==> src/logic/rfp_pkg.sv <==
package rfp_pkg;
    localparam logic [5:0] ADDR_PA_TABLE = 6'h3E;
    localparam logic [5:0] ADDR_FIFO = 6'h3F;
    localparam logic [7:0] HDR_TX_SINGLE = 8'h3F;
    localparam logic [7:0] HDR_TX_BURST = 8'h7F;
    localparam logic [7:0] HDR_RX_SINGLE = 8'hBF;
    localparam logic [7:0] HDR_RX_BURST = 8'hFF;
    localparam logic [5:0] ADDR_STROBE_LO = 6'h30;
    localparam logic [5:0] ADDR_STROBE_HI = 6'h3D;
    localparam logic [5:0] ADDR_STB_RX = 6'h34;
    localparam logic [5:0] ADDR_STB_TX = 6'h35;
    localparam logic [5:0] ADDR_STB_IDLE = 6'h36;
    localparam logic [5:0] ADDR_STB_PWD = 6'h39;
    localparam logic [5:0] ADDR_STB_FRX = 6'h3A;
    localparam logic [5:0] ADDR_STB_FTX = 6'h3B;
    localparam int FIFO_DEPTH = 64;
    localparam int FIFO_CW = 7;
    localparam logic [6:0] FIFO_FULL_COUNT = 7'h40;
    localparam int PA_ENTRIES = 8;
    localparam logic [2:0] PA_IDX_FIRST = 3'h0;
    localparam logic [2:0] PA_IDX_LAST = 3'h7;
    localparam logic [7:0] PA_RESET = 8'h00;
    localparam logic [3:0] AVAIL_MAX = 4'hF;
    localparam logic [2:0] BIT_LAST = 3'h7;
    localparam logic [2:0] ST_CODE_IDLE = 3'h0;
    localparam logic [2:0] ST_CODE_RX = 3'h1;
    localparam logic [2:0] ST_CODE_TX = 3'h2;
    localparam logic [2:0] ST_CODE_RX_OVF = 3'h6;
    localparam logic [2:0] ST_CODE_TX_UNF = 3'h7;
    localparam logic CHIP_READY_N = 1'b0;
    localparam logic [8:0] RATE_BASE = 9'h100;
    localparam int RATE_ACC_W = 29;
    localparam int RATE_FRAC_MSB = 28;
    localparam logic [1:0] PIN_CMD_PWD = 2'h0;
    localparam logic [1:0] PIN_CMD_TX = 2'h1;
    localparam logic [1:0] PIN_CMD_IDLE = 2'h2;
    localparam logic [1:0] PIN_CMD_RX = 2'h3;

    typedef struct packed {
        logic rw;
        logic burst;
        logic [5:0] addr;
    } rfp_hdr_s;

    typedef struct packed {
        logic rdy_n;
        logic [2:0] state;
        logic [3:0] avail;
    } rfp_status_s;

    typedef enum logic [2:0] {RS_SLEEP, RS_IDLE, RS_RX, RS_TX, RS_RX_OVF, RS_TX_UNF} rfp_radio_e;
endpackage : rfp_pkg

==> src/logic/rfp_radio_port.sv <==
`timescale 1ns/10ps
module rfp_fifo #(
    parameter int W = 8,
    parameter int DEPTH = 8,
    parameter int CW = $clog2(DEPTH) + 1
) (
    input wire logic clk,
    input wire logic rst_n,
    input wire logic flush,
    input wire logic in_valid,
    output logic in_ready,
    input wire logic [W-1:0] in_data,
    output logic out_valid,
    input wire logic out_ready,
    output logic [W-1:0] out_data,
    output logic [CW-1:0] count
);
    localparam int AW = CW - 1;
    logic [W-1:0] mem_r [DEPTH];
    logic [AW-1:0] wp_r;
    logic [AW-1:0] rp_r;
    logic [CW-1:0] cnt_r;
    wire push = in_valid & in_ready;
    wire pop = out_valid & out_ready;
    assign in_ready = (cnt_r != CW'(DEPTH));
    assign out_valid = (cnt_r != '0);
    assign out_data = mem_r[rp_r];
    assign count = cnt_r;

    always_ff @(posedge clk)
    begin
        if (!rst_n || flush)
        begin
            wp_r <= '0;
            rp_r <= '0;
            cnt_r <= '0;
        end
        else
        begin
            if (push)
            begin
                mem_r[wp_r] <= in_data;
                wp_r <= AW'(wp_r + 1'b1);
            end
            if (pop)
                rp_r <= AW'(rp_r + 1'b1);
            cnt_r <= CW'(cnt_r + CW'(push) - CW'(pop));
        end
    end
endmodule : rfp_fifo

module rfp_radio_port (
    input wire logic clk,
    input wire logic rst_n,
    input wire logic chip_select_n,
    input wire logic sclk,
    input wire logic si,
    output logic shared_status_output_o,
    output logic shared_status_output_oe_n,
    input wire logic status_pin_general_en,
    input wire logic status_pin_general_value,
    input wire logic general_output_a_i,
    output logic general_output_a_o,
    output logic general_output_a_oe_n,
    input wire logic general_output_a_value,
    input wire logic serial_mode_en,
    output logic serial_tx_bit,
    input wire logic pin_control_enable,
    input wire logic [2:0] pa_power_index,
    output logic [7:0] pa_power_setting,
    input wire logic [7:0] rate_mantissa,
    input wire logic [3:0] rate_exponent,
    output logic symbol_tick,
    output logic tx_byte_valid,
    input wire logic tx_byte_ready,
    output logic [7:0] tx_byte_data,
    input wire logic rx_byte_valid,
    output logic rx_byte_ready,
    input wire logic [7:0] rx_byte_data,
    output rfp_pkg::rfp_status_s radio_status
);
    import rfp_pkg::*;

    function automatic logic [3:0] sat_avail(input logic [FIFO_CW-1:0] n);
        sat_avail = (n > FIFO_CW'(AVAIL_MAX)) ? AVAIL_MAX : n[3:0];
    endfunction : sat_avail

    logic cs_m_r, cs_s_r, cs_d_r, sck_m_r, sck_s_r, sck_d_r, si_m_r, si_s_r, ga_m_r, ga_s_r;
    always_ff @(posedge clk)
    begin
        if (!rst_n)
        begin
            {cs_m_r, cs_s_r, cs_d_r} <= 3'h7;
            {sck_m_r, sck_s_r, sck_d_r, si_m_r, si_s_r, ga_m_r, ga_s_r} <= 7'h00;
        end
        else
        begin
            {cs_m_r, cs_s_r, cs_d_r} <= {chip_select_n, cs_m_r, cs_s_r};
            {sck_m_r, sck_s_r, sck_d_r} <= {sclk, sck_m_r, sck_s_r};
            {si_m_r, si_s_r} <= {si, si_m_r};
            {ga_m_r, ga_s_r} <= {general_output_a_i, ga_m_r};
        end
    end

    wire cs_low = ~cs_s_r;
    wire cs_fall = cs_d_r & ~cs_s_r;
    wire cs_rise = ~cs_d_r & cs_s_r;
    // clock edges count only while selected
    wire sck_rise = cs_low & ~cs_d_r & sck_s_r & ~sck_d_r;
    wire sck_fall = cs_low & ~cs_d_r & ~sck_s_r & sck_d_r;

    rfp_radio_e st_r, st_nxt;
    logic [2:0] bit_cnt_r;
    logic [7:0] shin_r;
    logic [7:0] so_r;
    logic in_data_r;
    rfp_hdr_s hdr_r;
    logic [2:0] pa_idx_r;
    logic pwd_pend_r;
    logic [7:0] pa_r [PA_ENTRIES];
    logic [RATE_ACC_W-1:0] acc_r;
    logic [7:0] pa_out_r;
    logic tick_r, ser_bit_r;
    logic rx_reload_r;

    wire [7:0] rx_byte = {shin_r[6:0], si_s_r};
    wire byte_done = sck_rise & (bit_cnt_r == BIT_LAST);
    rfp_hdr_s hdr_now;
    assign hdr_now = rfp_hdr_s'(rx_byte);
    wire hdr_done = byte_done & ~in_data_r;
    wire dat_done = byte_done & in_data_r;
    wire is_strobe = ~hdr_now.burst & (hdr_now.addr >= ADDR_STROBE_LO) & (hdr_now.addr <= ADDR_STROBE_HI);
    wire stb_hit = hdr_done & is_strobe;
    // next byte is data after a non-strobe header, or inside a burst
    wire next_data = hdr_done ? ~is_strobe : (dat_done & hdr_r.burst);
    rfp_hdr_s hdr_use;
    assign hdr_use = hdr_done ? hdr_now : hdr_r;
    wire rd_fifo_next = next_data & hdr_use.rw & (hdr_use.addr == ADDR_FIFO);
    wire rd_pa_next = next_data & hdr_use.rw & (hdr_use.addr == ADDR_PA_TABLE);
    wire wr_fifo = dat_done & ~hdr_r.rw & (hdr_r.addr == ADDR_FIFO);
    wire wr_pa = dat_done & ~hdr_r.rw & (hdr_r.addr == ADDR_PA_TABLE);

    wire tx_in_ready, tx_out_valid, rx_in_ready, rx_out_valid;
    wire [7:0] rx_head;
    wire [FIFO_CW-1:0] tx_cnt, rx_cnt;
    wire st_flush_ok = (st_r == RS_IDLE) | (st_r == RS_TX_UNF) | (st_r == RS_RX_OVF);
    wire flush_tx_strobe = stb_hit & (hdr_now.addr == ADDR_STB_FTX) & st_flush_ok;
    wire flush_rx_strobe = stb_hit & (hdr_now.addr == ADDR_STB_FRX) & st_flush_ok;
    wire enter_sleep = pwd_pend_r & cs_rise & (st_r != RS_SLEEP);
    wire tx_flush = flush_tx_strobe | enter_sleep;
    wire rx_flush = flush_rx_strobe | enter_sleep;
    // pop only once the byte has fully left on the serial output
    wire rd_fifo_done = dat_done & hdr_r.rw & (hdr_r.addr == ADDR_FIFO);
    wire rx_pop = rd_fifo_done & rx_out_valid;

    rfp_fifo #(.W(8), .DEPTH(FIFO_DEPTH), .CW(FIFO_CW)) u_tx_fifo (
        .clk(clk),
        .rst_n(rst_n),
        .flush(tx_flush),
        .in_valid(wr_fifo),
        .in_ready(tx_in_ready),
        .in_data(rx_byte),
        .out_valid(tx_out_valid),
        .out_ready(tx_byte_ready & (st_r == RS_TX)),
        .out_data(tx_byte_data),
        .count(tx_cnt)
    );

    rfp_fifo #(.W(8), .DEPTH(FIFO_DEPTH), .CW(FIFO_CW)) u_rx_fifo (
        .clk(clk),
        .rst_n(rst_n),
        .flush(rx_flush),
        .in_valid(rx_byte_valid & (st_r == RS_RX)),
        .in_ready(rx_in_ready),
        .in_data(rx_byte_data),
        .out_valid(rx_out_valid),
        .out_ready(rx_pop),
        .out_data(rx_head),
        .count(rx_cnt)
    );

    assign tx_byte_valid = tx_out_valid & (st_r == RS_TX);
    assign rx_byte_ready = rx_in_ready & (st_r == RS_RX);

    logic [2:0] st_code;
    always_comb
    begin
        case (st_r)
            RS_RX: st_code = ST_CODE_RX;
            RS_TX: st_code = ST_CODE_TX;
            RS_RX_OVF: st_code = ST_CODE_RX_OVF;
            RS_TX_UNF: st_code = ST_CODE_TX_UNF;
            default: st_code = ST_CODE_IDLE;
        endcase
    end

    // byte finishing on this clock already counts as stored
    wire tx_push = wr_fifo & tx_in_ready;
    wire [FIFO_CW-1:0] tx_free = FIFO_CW'(FIFO_FULL_COUNT - tx_cnt - FIFO_CW'(tx_push));
    rfp_status_s stat_wr, stat_rd;
    assign stat_wr = '{rdy_n: CHIP_READY_N, state: st_code, avail: sat_avail(tx_free)};
    assign stat_rd = '{rdy_n: CHIP_READY_N, state: st_code, avail: sat_avail(rx_cnt)};
    assign radio_status = stat_rd;
    wire [7:0] so_load = rd_fifo_next ? rx_head :
                         rd_pa_next ? pa_r[pa_idx_r] :
                         (next_data & hdr_use.rw) ? 8'h00 :
                         hdr_use.rw ? stat_rd : stat_wr;

    // pin control strobes on chip select fall
    wire [1:0] pin_cmd = {sck_s_r, si_s_r};
    wire pin_go = pin_control_enable & cs_fall & (st_r != RS_SLEEP);
    wire do_idle = (stb_hit & (hdr_now.addr == ADDR_STB_IDLE)) | (pin_go & (pin_cmd == PIN_CMD_IDLE));
    wire do_rx = (stb_hit & (hdr_now.addr == ADDR_STB_RX)) | (pin_go & (pin_cmd == PIN_CMD_RX));
    wire do_tx = (stb_hit & (hdr_now.addr == ADDR_STB_TX)) | (pin_go & (pin_cmd == PIN_CMD_TX));
    wire do_pwd = (stb_hit & (hdr_now.addr == ADDR_STB_PWD)) | (pin_go & (pin_cmd == PIN_CMD_PWD));

    always_comb
    begin
        st_nxt = st_r;
        case (st_r)
            RS_SLEEP:
                if (cs_fall)
                    st_nxt = RS_IDLE;
            RS_IDLE:
                if (do_tx)
                    st_nxt = RS_TX;
                else if (do_rx)
                    st_nxt = RS_RX;
            RS_RX:
                if (do_idle)
                    st_nxt = RS_IDLE;
                else if (do_tx)
                    st_nxt = RS_TX;
                else if (rx_byte_valid & ~rx_in_ready)
                    st_nxt = RS_RX_OVF;
            RS_TX:
                if (do_idle)
                    st_nxt = RS_IDLE;
                else if (tx_byte_ready & ~tx_out_valid)
                    st_nxt = RS_TX_UNF;
            RS_RX_OVF:
                if (do_idle | flush_rx_strobe)
                    st_nxt = RS_IDLE;
            RS_TX_UNF:
                if (do_idle | flush_tx_strobe)
                    st_nxt = RS_IDLE;
            default:
                st_nxt = RS_IDLE;
        endcase
        if (enter_sleep)
            st_nxt = RS_SLEEP;
    end

    always_ff @(posedge clk)
    begin
        if (!rst_n)
            st_r <= RS_IDLE;
        else
            st_r <= st_nxt;
    end

    // serial shifter; SO changes on falling clock, not after the last bit
    always_ff @(posedge clk)
    begin
        if (!rst_n || cs_s_r)
        begin
            bit_cnt_r <= 3'h0;
            shin_r <= 8'h00;
            in_data_r <= 1'b0;
        end
        else if (sck_rise)
        begin
            bit_cnt_r <= 3'(bit_cnt_r + 1'b1);
            shin_r <= rx_byte;
            if (byte_done)
                in_data_r <= next_data;
        end
    end

    always_ff @(posedge clk)
    begin
        if (!rst_n)
        begin
            so_r <= 8'h00;
            hdr_r <= '0;
            rx_reload_r <= 1'b0;
        end
        else
        begin
            if (cs_fall)
                so_r <= hdr_r.rw ? stat_rd : stat_wr;
            else if (byte_done)
                so_r <= so_load;
            // head moves one clock after the pop; take the new one
            else if (rx_reload_r)
                so_r <= rx_head;
            else if (sck_fall && bit_cnt_r != 3'h0)
                so_r <= {so_r[6:0], 1'b0};
            if (hdr_done)
                hdr_r <= hdr_now;
            rx_reload_r <= rd_fifo_done & rd_fifo_next;
        end
    end

    // power table and its index
    always_ff @(posedge clk)
    begin
        if (!rst_n)
        begin
            pa_idx_r <= PA_IDX_FIRST;
            pwd_pend_r <= 1'b0;
            for (int i = 0; i < PA_ENTRIES; i++)
                pa_r[i] <= PA_RESET;
        end
        else
        begin
            if (cs_s_r)
                pa_idx_r <= PA_IDX_FIRST;
            else if (wr_pa || rd_pa_next)
                pa_idx_r <= (pa_idx_r == PA_IDX_LAST) ? PA_IDX_FIRST : 3'(pa_idx_r + 1'b1);
            if (enter_sleep)
            begin
                for (int i = 1; i < PA_ENTRIES; i++)
                    pa_r[i] <= PA_RESET;
            end
            else if (wr_pa)
                pa_r[pa_idx_r] <= rx_byte;
            if (do_pwd)
                pwd_pend_r <= 1'b1;
            else if (cs_rise)
                pwd_pend_r <= 1'b0;
        end
    end

    // symbol rate accumulator; mantissa is 8 bits so 256+m fits 9 bits
    wire [RATE_ACC_W-1:0] rate_inc = RATE_ACC_W'(RATE_BASE + {1'b0, rate_mantissa}) << rate_exponent;
    wire [RATE_ACC_W-1:0] acc_sum = {1'b0, acc_r[RATE_FRAC_MSB-1:0]} + rate_inc;

    always_ff @(posedge clk)
    begin
        if (!rst_n)
        begin
            acc_r <= '0;
            tick_r <= 1'b0;
            pa_out_r <= PA_RESET;
            ser_bit_r <= 1'b0;
        end
        else
        begin
            acc_r <= acc_sum;
            tick_r <= acc_sum[RATE_FRAC_MSB];
            pa_out_r <= pa_r[pa_power_index];
            ser_bit_r <= ga_s_r;
        end
    end

    wire ga_is_input = serial_mode_en & (st_r == RS_TX);
    assign symbol_tick = tick_r;
    assign pa_power_setting = pa_out_r;
    assign serial_tx_bit = ga_is_input ? ser_bit_r : 1'b0;
    assign general_output_a_o = general_output_a_value;
    assign general_output_a_oe_n = ga_is_input;
    assign shared_status_output_o = cs_low ? so_r[7] : status_pin_general_value;
    assign shared_status_output_oe_n = ~(cs_low | status_pin_general_en);
endmodule : rfp_radio_port

==> config.mk <==
export PLATFORM = sky130hd
export DESIGN_NAME = rfp_radio_port
export DESIGN_NICKNAME = d
export VERILOG_FILES = /design/src/logic/rfp_pkg.sv /design/src/logic/rfp_radio_port.sv
export SDC_FILE = /design/constraint.sdc
export NUM_CORES = 1
export LEC_CHECK = 0
export ABC_AREA = 0
export BUFFER_PORTS_ARGS = -buffer_cell sky130_fd_sc_hd__buf_2
export CELL_PAD_IN_SITES_DETAIL_PLACEMENT = 0
export CELL_PAD_IN_SITES_GLOBAL_PLACEMENT = 1
export CORE_AREA = 2 2 386 388
export CTS_BUF_LIST = sky130_fd_sc_hd__clkbuf_8
export CTS_CLUSTER_SIZE = 25
export DETAILED_ROUTE_END_ITERATION = 8
export DIE_AREA = 0 0 388 390
export PLACE_DENSITY_LB_ADDON = 0.12
export RECOVER_POWER = 100
export SLEW_MARGIN = 20
export SYNTH_ARGS = -nofsm -noshare
export SYNTH_HDL_FRONTEND = slang
export SYNTH_SLANG_ARGS = --single-unit
==> constraint.sdc <==
create_clock -name clk -period 10.5 [get_ports clk]
set_clock_uncertainty 0.1 [all_clocks]
set_input_delay 2.625 -clock clk [delete_from_list [all_inputs] [get_ports clk]]
set_output_delay 2.625 -clock clk [all_outputs]
set_load 0.02 [all_outputs]
==> summary.md <==
| Metric | Value |
|---|---|
| Post-CTS Setup Repair Bufs | 0 |
| CTS tree | built |
| Setup TNS | 0 ps |
| Syn avg cell area | 17.33 µm² |
| Largest stage delay, worst path | 1740 ps |
| Proportion of power drawn by combinational gates | between 3 and 4% |
| Area growth, synth to finish | 12.07% |
| Hold Path End | cs_s_r |
| Core ar. | between 100000 and 150000 µm² |
| Initial antenna violation count | 3 |
| Synth Area in Compound Gates | under 10% |
| Share of cells above drive strength 1 | between 20 and 25% |
| Number of global-route vias before repair | roughly 29000 |
| Filler instances | between 10000 and 15000 |
| Simple-gate area share of the yosys netlist | 6.668% |
| Largest family of logic cells by synthesized area | multiplexers |
| Top cell type's share of synthesized area | 63.97% |
| Post_cts resized | 0 |
| Hold Slack | around 320 ps |
| Number of flops mapped to enable cells by yosys | roughly 1100 |
| Hold Crit Start | cs_m_r |
| Final HPWL from detailed placement | 89.21 mm |
| Die ar. | ~150000 µm² |
| Drt total wl | 139.4 mm |
| Final core occ | about two fifths |
| Hold/Removal Path Class | reg2reg |
| CP most frequent cell | clkbuf_1 |
| Fin crit period | roughly 8100 ps |
| Post-CTS Hold Fix Bufs | 0 |
| Chip height | between 300 and 400 µm |
| Slowest-stage cell, CP | clkbuf_1 |
| FF+latch count, synth | around 1200 |
| Arr. time, crit path | between 8000 and 9000 ps |
| DRC Markers | 0 |
| Post-synth ARST share | 0% |
| Critical path, cell by cell | buf_2 -> clkbuf_1 -> clkinv_1 -> a21oi_1 -> clkbuf_1 -> o41ai_1 -> clkbuf_1 -> nor3_1 -> nand3_1 -> nor2_1 |
| Post-Syn Area | 51080 µm² |
| Num rows | approximately 140 |
| Clock Power Share | a little over two fifths |
| Post-route setup slack | ~2400 ps |
| Net switching power | 2211 µW |
| Delay-heaviest family, CP | buffers and inverters |
| Failing checks | max-capacitance violations, max-slew violations |
| Clk slew on worst S/H paths | around 60 ps |
| Hold depth | 1 |
| RSZ-0062 raised after global routing | false |
| Cts bufs inserted | between 200 and 250 |
| Power Total | ~9700 µW |
| Mux share of post-synthesis cell area | between 10% and 20% |
| Crit end category | flip-flop |
| Clk root buf | clkbuf_8 |
| Pre-CTS WS | around 3800 ps |
| Post-Synth Adder-Cell Area | ~1.6% |
| Mapped Cells | between 2000 and 3000 |
| MaxCap Viol Count | 23 |
| Critical path depth | 10 |
| CTS max path bufs | 3 |
| Clk Latency, worst-skew pair | roughly 910 ps |
| Unique masters post-synth | 89 |
| First-pass GRT wire length | a little over 200 mm |
| H-tree depth | 4 |
| Leak | 0.01777 µW |
| Final setup violation count | 0 |
| Buf+Inv Stages, Crit Path | 5 |
| Peak Freq | approximately 120 MHz |
| Final GP Congestion | just over 0.8 |
| Die X | a little under 400 µm |
| Post-synthesis xor/xnor area fraction | 0.6271% |
| Pin count of the biggest net entering global routing | approximately 70 |
| Sequential share of power | between 50 and 60% |
| Worst setup path class | in2reg |
| All-layer global routing usage | a little under a fifth |
| Post-DRT Antenna Nets | 0 |
| Yosys warning total | 0 |
| Tcrit/Tclk final | 77.42% |
| Pre-Repair DR Iteration Count | 5 |
| Most common cell after layout, fill and taps aside | edfxtp_1 |
| Worst Tran Pin Value | about 3600 ps |
| Remaining global-route overflow | 0 |
| Initial drt markers | 2426 |
| Slew HR | -142.2% |
| Clock net sink count | ~1200 |
| PortBufs | 64 |
| FF-to-FF setup slack | 4270 ps |
| WL per Instance | between 20 and 30 µm |
| R2R Path End | u_tx_fifo.mem_r[27][2] |
| Initial Util | a little over a third |
| Vias per cell | roughly 5.3 |
| Via count | roughly 28000 |
| CP max FO | 43 |
| Int Pwr | 7530 µW |
| Most frequent cells in the layout | edfxtp_1, mux4_2, nor2_1, clkbuf_8, nand2_1 |
| Worst r2r src | si_s_r |
| Post-synth top area cell | edfxtp_1 |
| Fin. Hold Viols | 0 |
| Worst-case reg-to-reg path depth | 7 |
| CP Data Required Time | between 10000 and 15000 ps |
| Net switching fraction of the power | a little under a quarter |
| Sequential cell area fraction in the yosys report | 69.30% |
| Peak supply drop | approximately 0.00012 V |
| Final net count | ~3200 |
| Slew Viols, Final | ~1200 |
| Status | finished, violations left |
| Prevailing post-synth register cell | edfxtp_1 |
| Syn Nets | roughly 3000 |
| Startpoint types | primary input |
| Synth top area cells | edfxtp_1, mux4_2, dfxtp_1 |
| Power density cells | around 170 nW/µm² |
| Ports | between 60 and 70 |
-- Yosys cell counts, types with 11 or more instances --
cell      instances
buf_1            29
nor2_1          248
dfxtp_1         136
mux4_2          305
nand2_1         141
o211ai_1         11
xor2_1           21
edfxtp_1       1088
or3_1            16
mux2i_1          83
nor2b_1          36
and3_1           11
o21ai_0          52
mux2_2           12
a31oi_1          12
ha_1             62
a21oi_1          87
a22oi_1          28
nand3_1          31
clkbuf_1         84
and2_1           68
nand2b_1         26
nor3_1           45
nand4_1          17
xnor2_1          13
mux4_1           13
inv_1            60
buf_2            26
o22ai_1          11
buf_4            11
-- routing by layer --
metal  global-route usage (%)  routed length, µm  part of all wire [%]  up-vias
li1                         -                  -                     -    12080
met1                    24.34              59680                    43    14530
met2                    31.31              70220                    50      745
met5                        0                  0                     0        -
met4                    5.341               3121                   2.2        0
met3                    2.915               6378                   4.6      200
-- cells by family after synthesis --
group / Yosys count
flip-flops: 1224
multiplexers: 413
other: 1
buffers and inverters: 219
AO/OA/AOI/OAI: 296
AND/OR/NAND/NOR: 694
XOR/XNOR: 35
adder cells (fa/ha/maj): 65
-- metrics by stage --
stage | std cells | cell area, µm²
2_1_floorplan | 2947 | 51080
3_3_place_gp | 4826 | 53460
3_5_place_dp | 4827 | 53470
4_1_cts | 5211 | 57410
5_1_grt | 5215 | 57240
6_report | 5217 | 57240
-- worst max path at each step --
stage	slack (ps)	from	end
5_1_grt	1970	rst_n	u_tx_fifo.mem_r[27][6]
3_3_place_gp	3860	flip-flop	tx_byte_data[4]
3_5_place_dp	3800	flip-flop	tx_byte_data[5]
4_1_cts	2780	flip-flop	tx_byte_data[5]
6_report	2370	rst_n	u_tx_fifo.mem_r[27][2]
2_1_floorplan	4620	serial_mode_en	serial_tx_bit
-- sequential cells by signal (all words and copies together), names as in the netlist, 8 cells and up, named ones only --
register and flops:
acc_r 28, hdr_r 8, pa_power_setting 8, pa_r 64
so_r 8, u_rx_fifo.mem_r 512, u_tx_fifo.mem_r 512
-- area by class of cell --
type / instances / area (µm²) / area share [%]
diodes: 5 / 12.51 / 0.02186
clock buffers: 218 / 3000 / 5.242
clock inverters: 166 / 938.4 / 1.639
inverters: 63 / 236.5 / 0.4131
multi-input cells: 1504 / 14690 / 25.66
flip-flops and latches: 1224 / 35410 / 61.86
well taps: 1930 / 2415 / 4.219
repair buffers: 107 / 536.8 / 0.9377
-- power by group through the flow --
stage	registers [µW]	clock network, µW	logic [µW]
after detailed placement	5420	0	342
after global routing	5330	4420	367
after global placement	5420	0	340
after CTS	5320	4200	344
after floorplan	5420	0	218
final	5330	4080	329
Power figures use the tool's default switching activity.
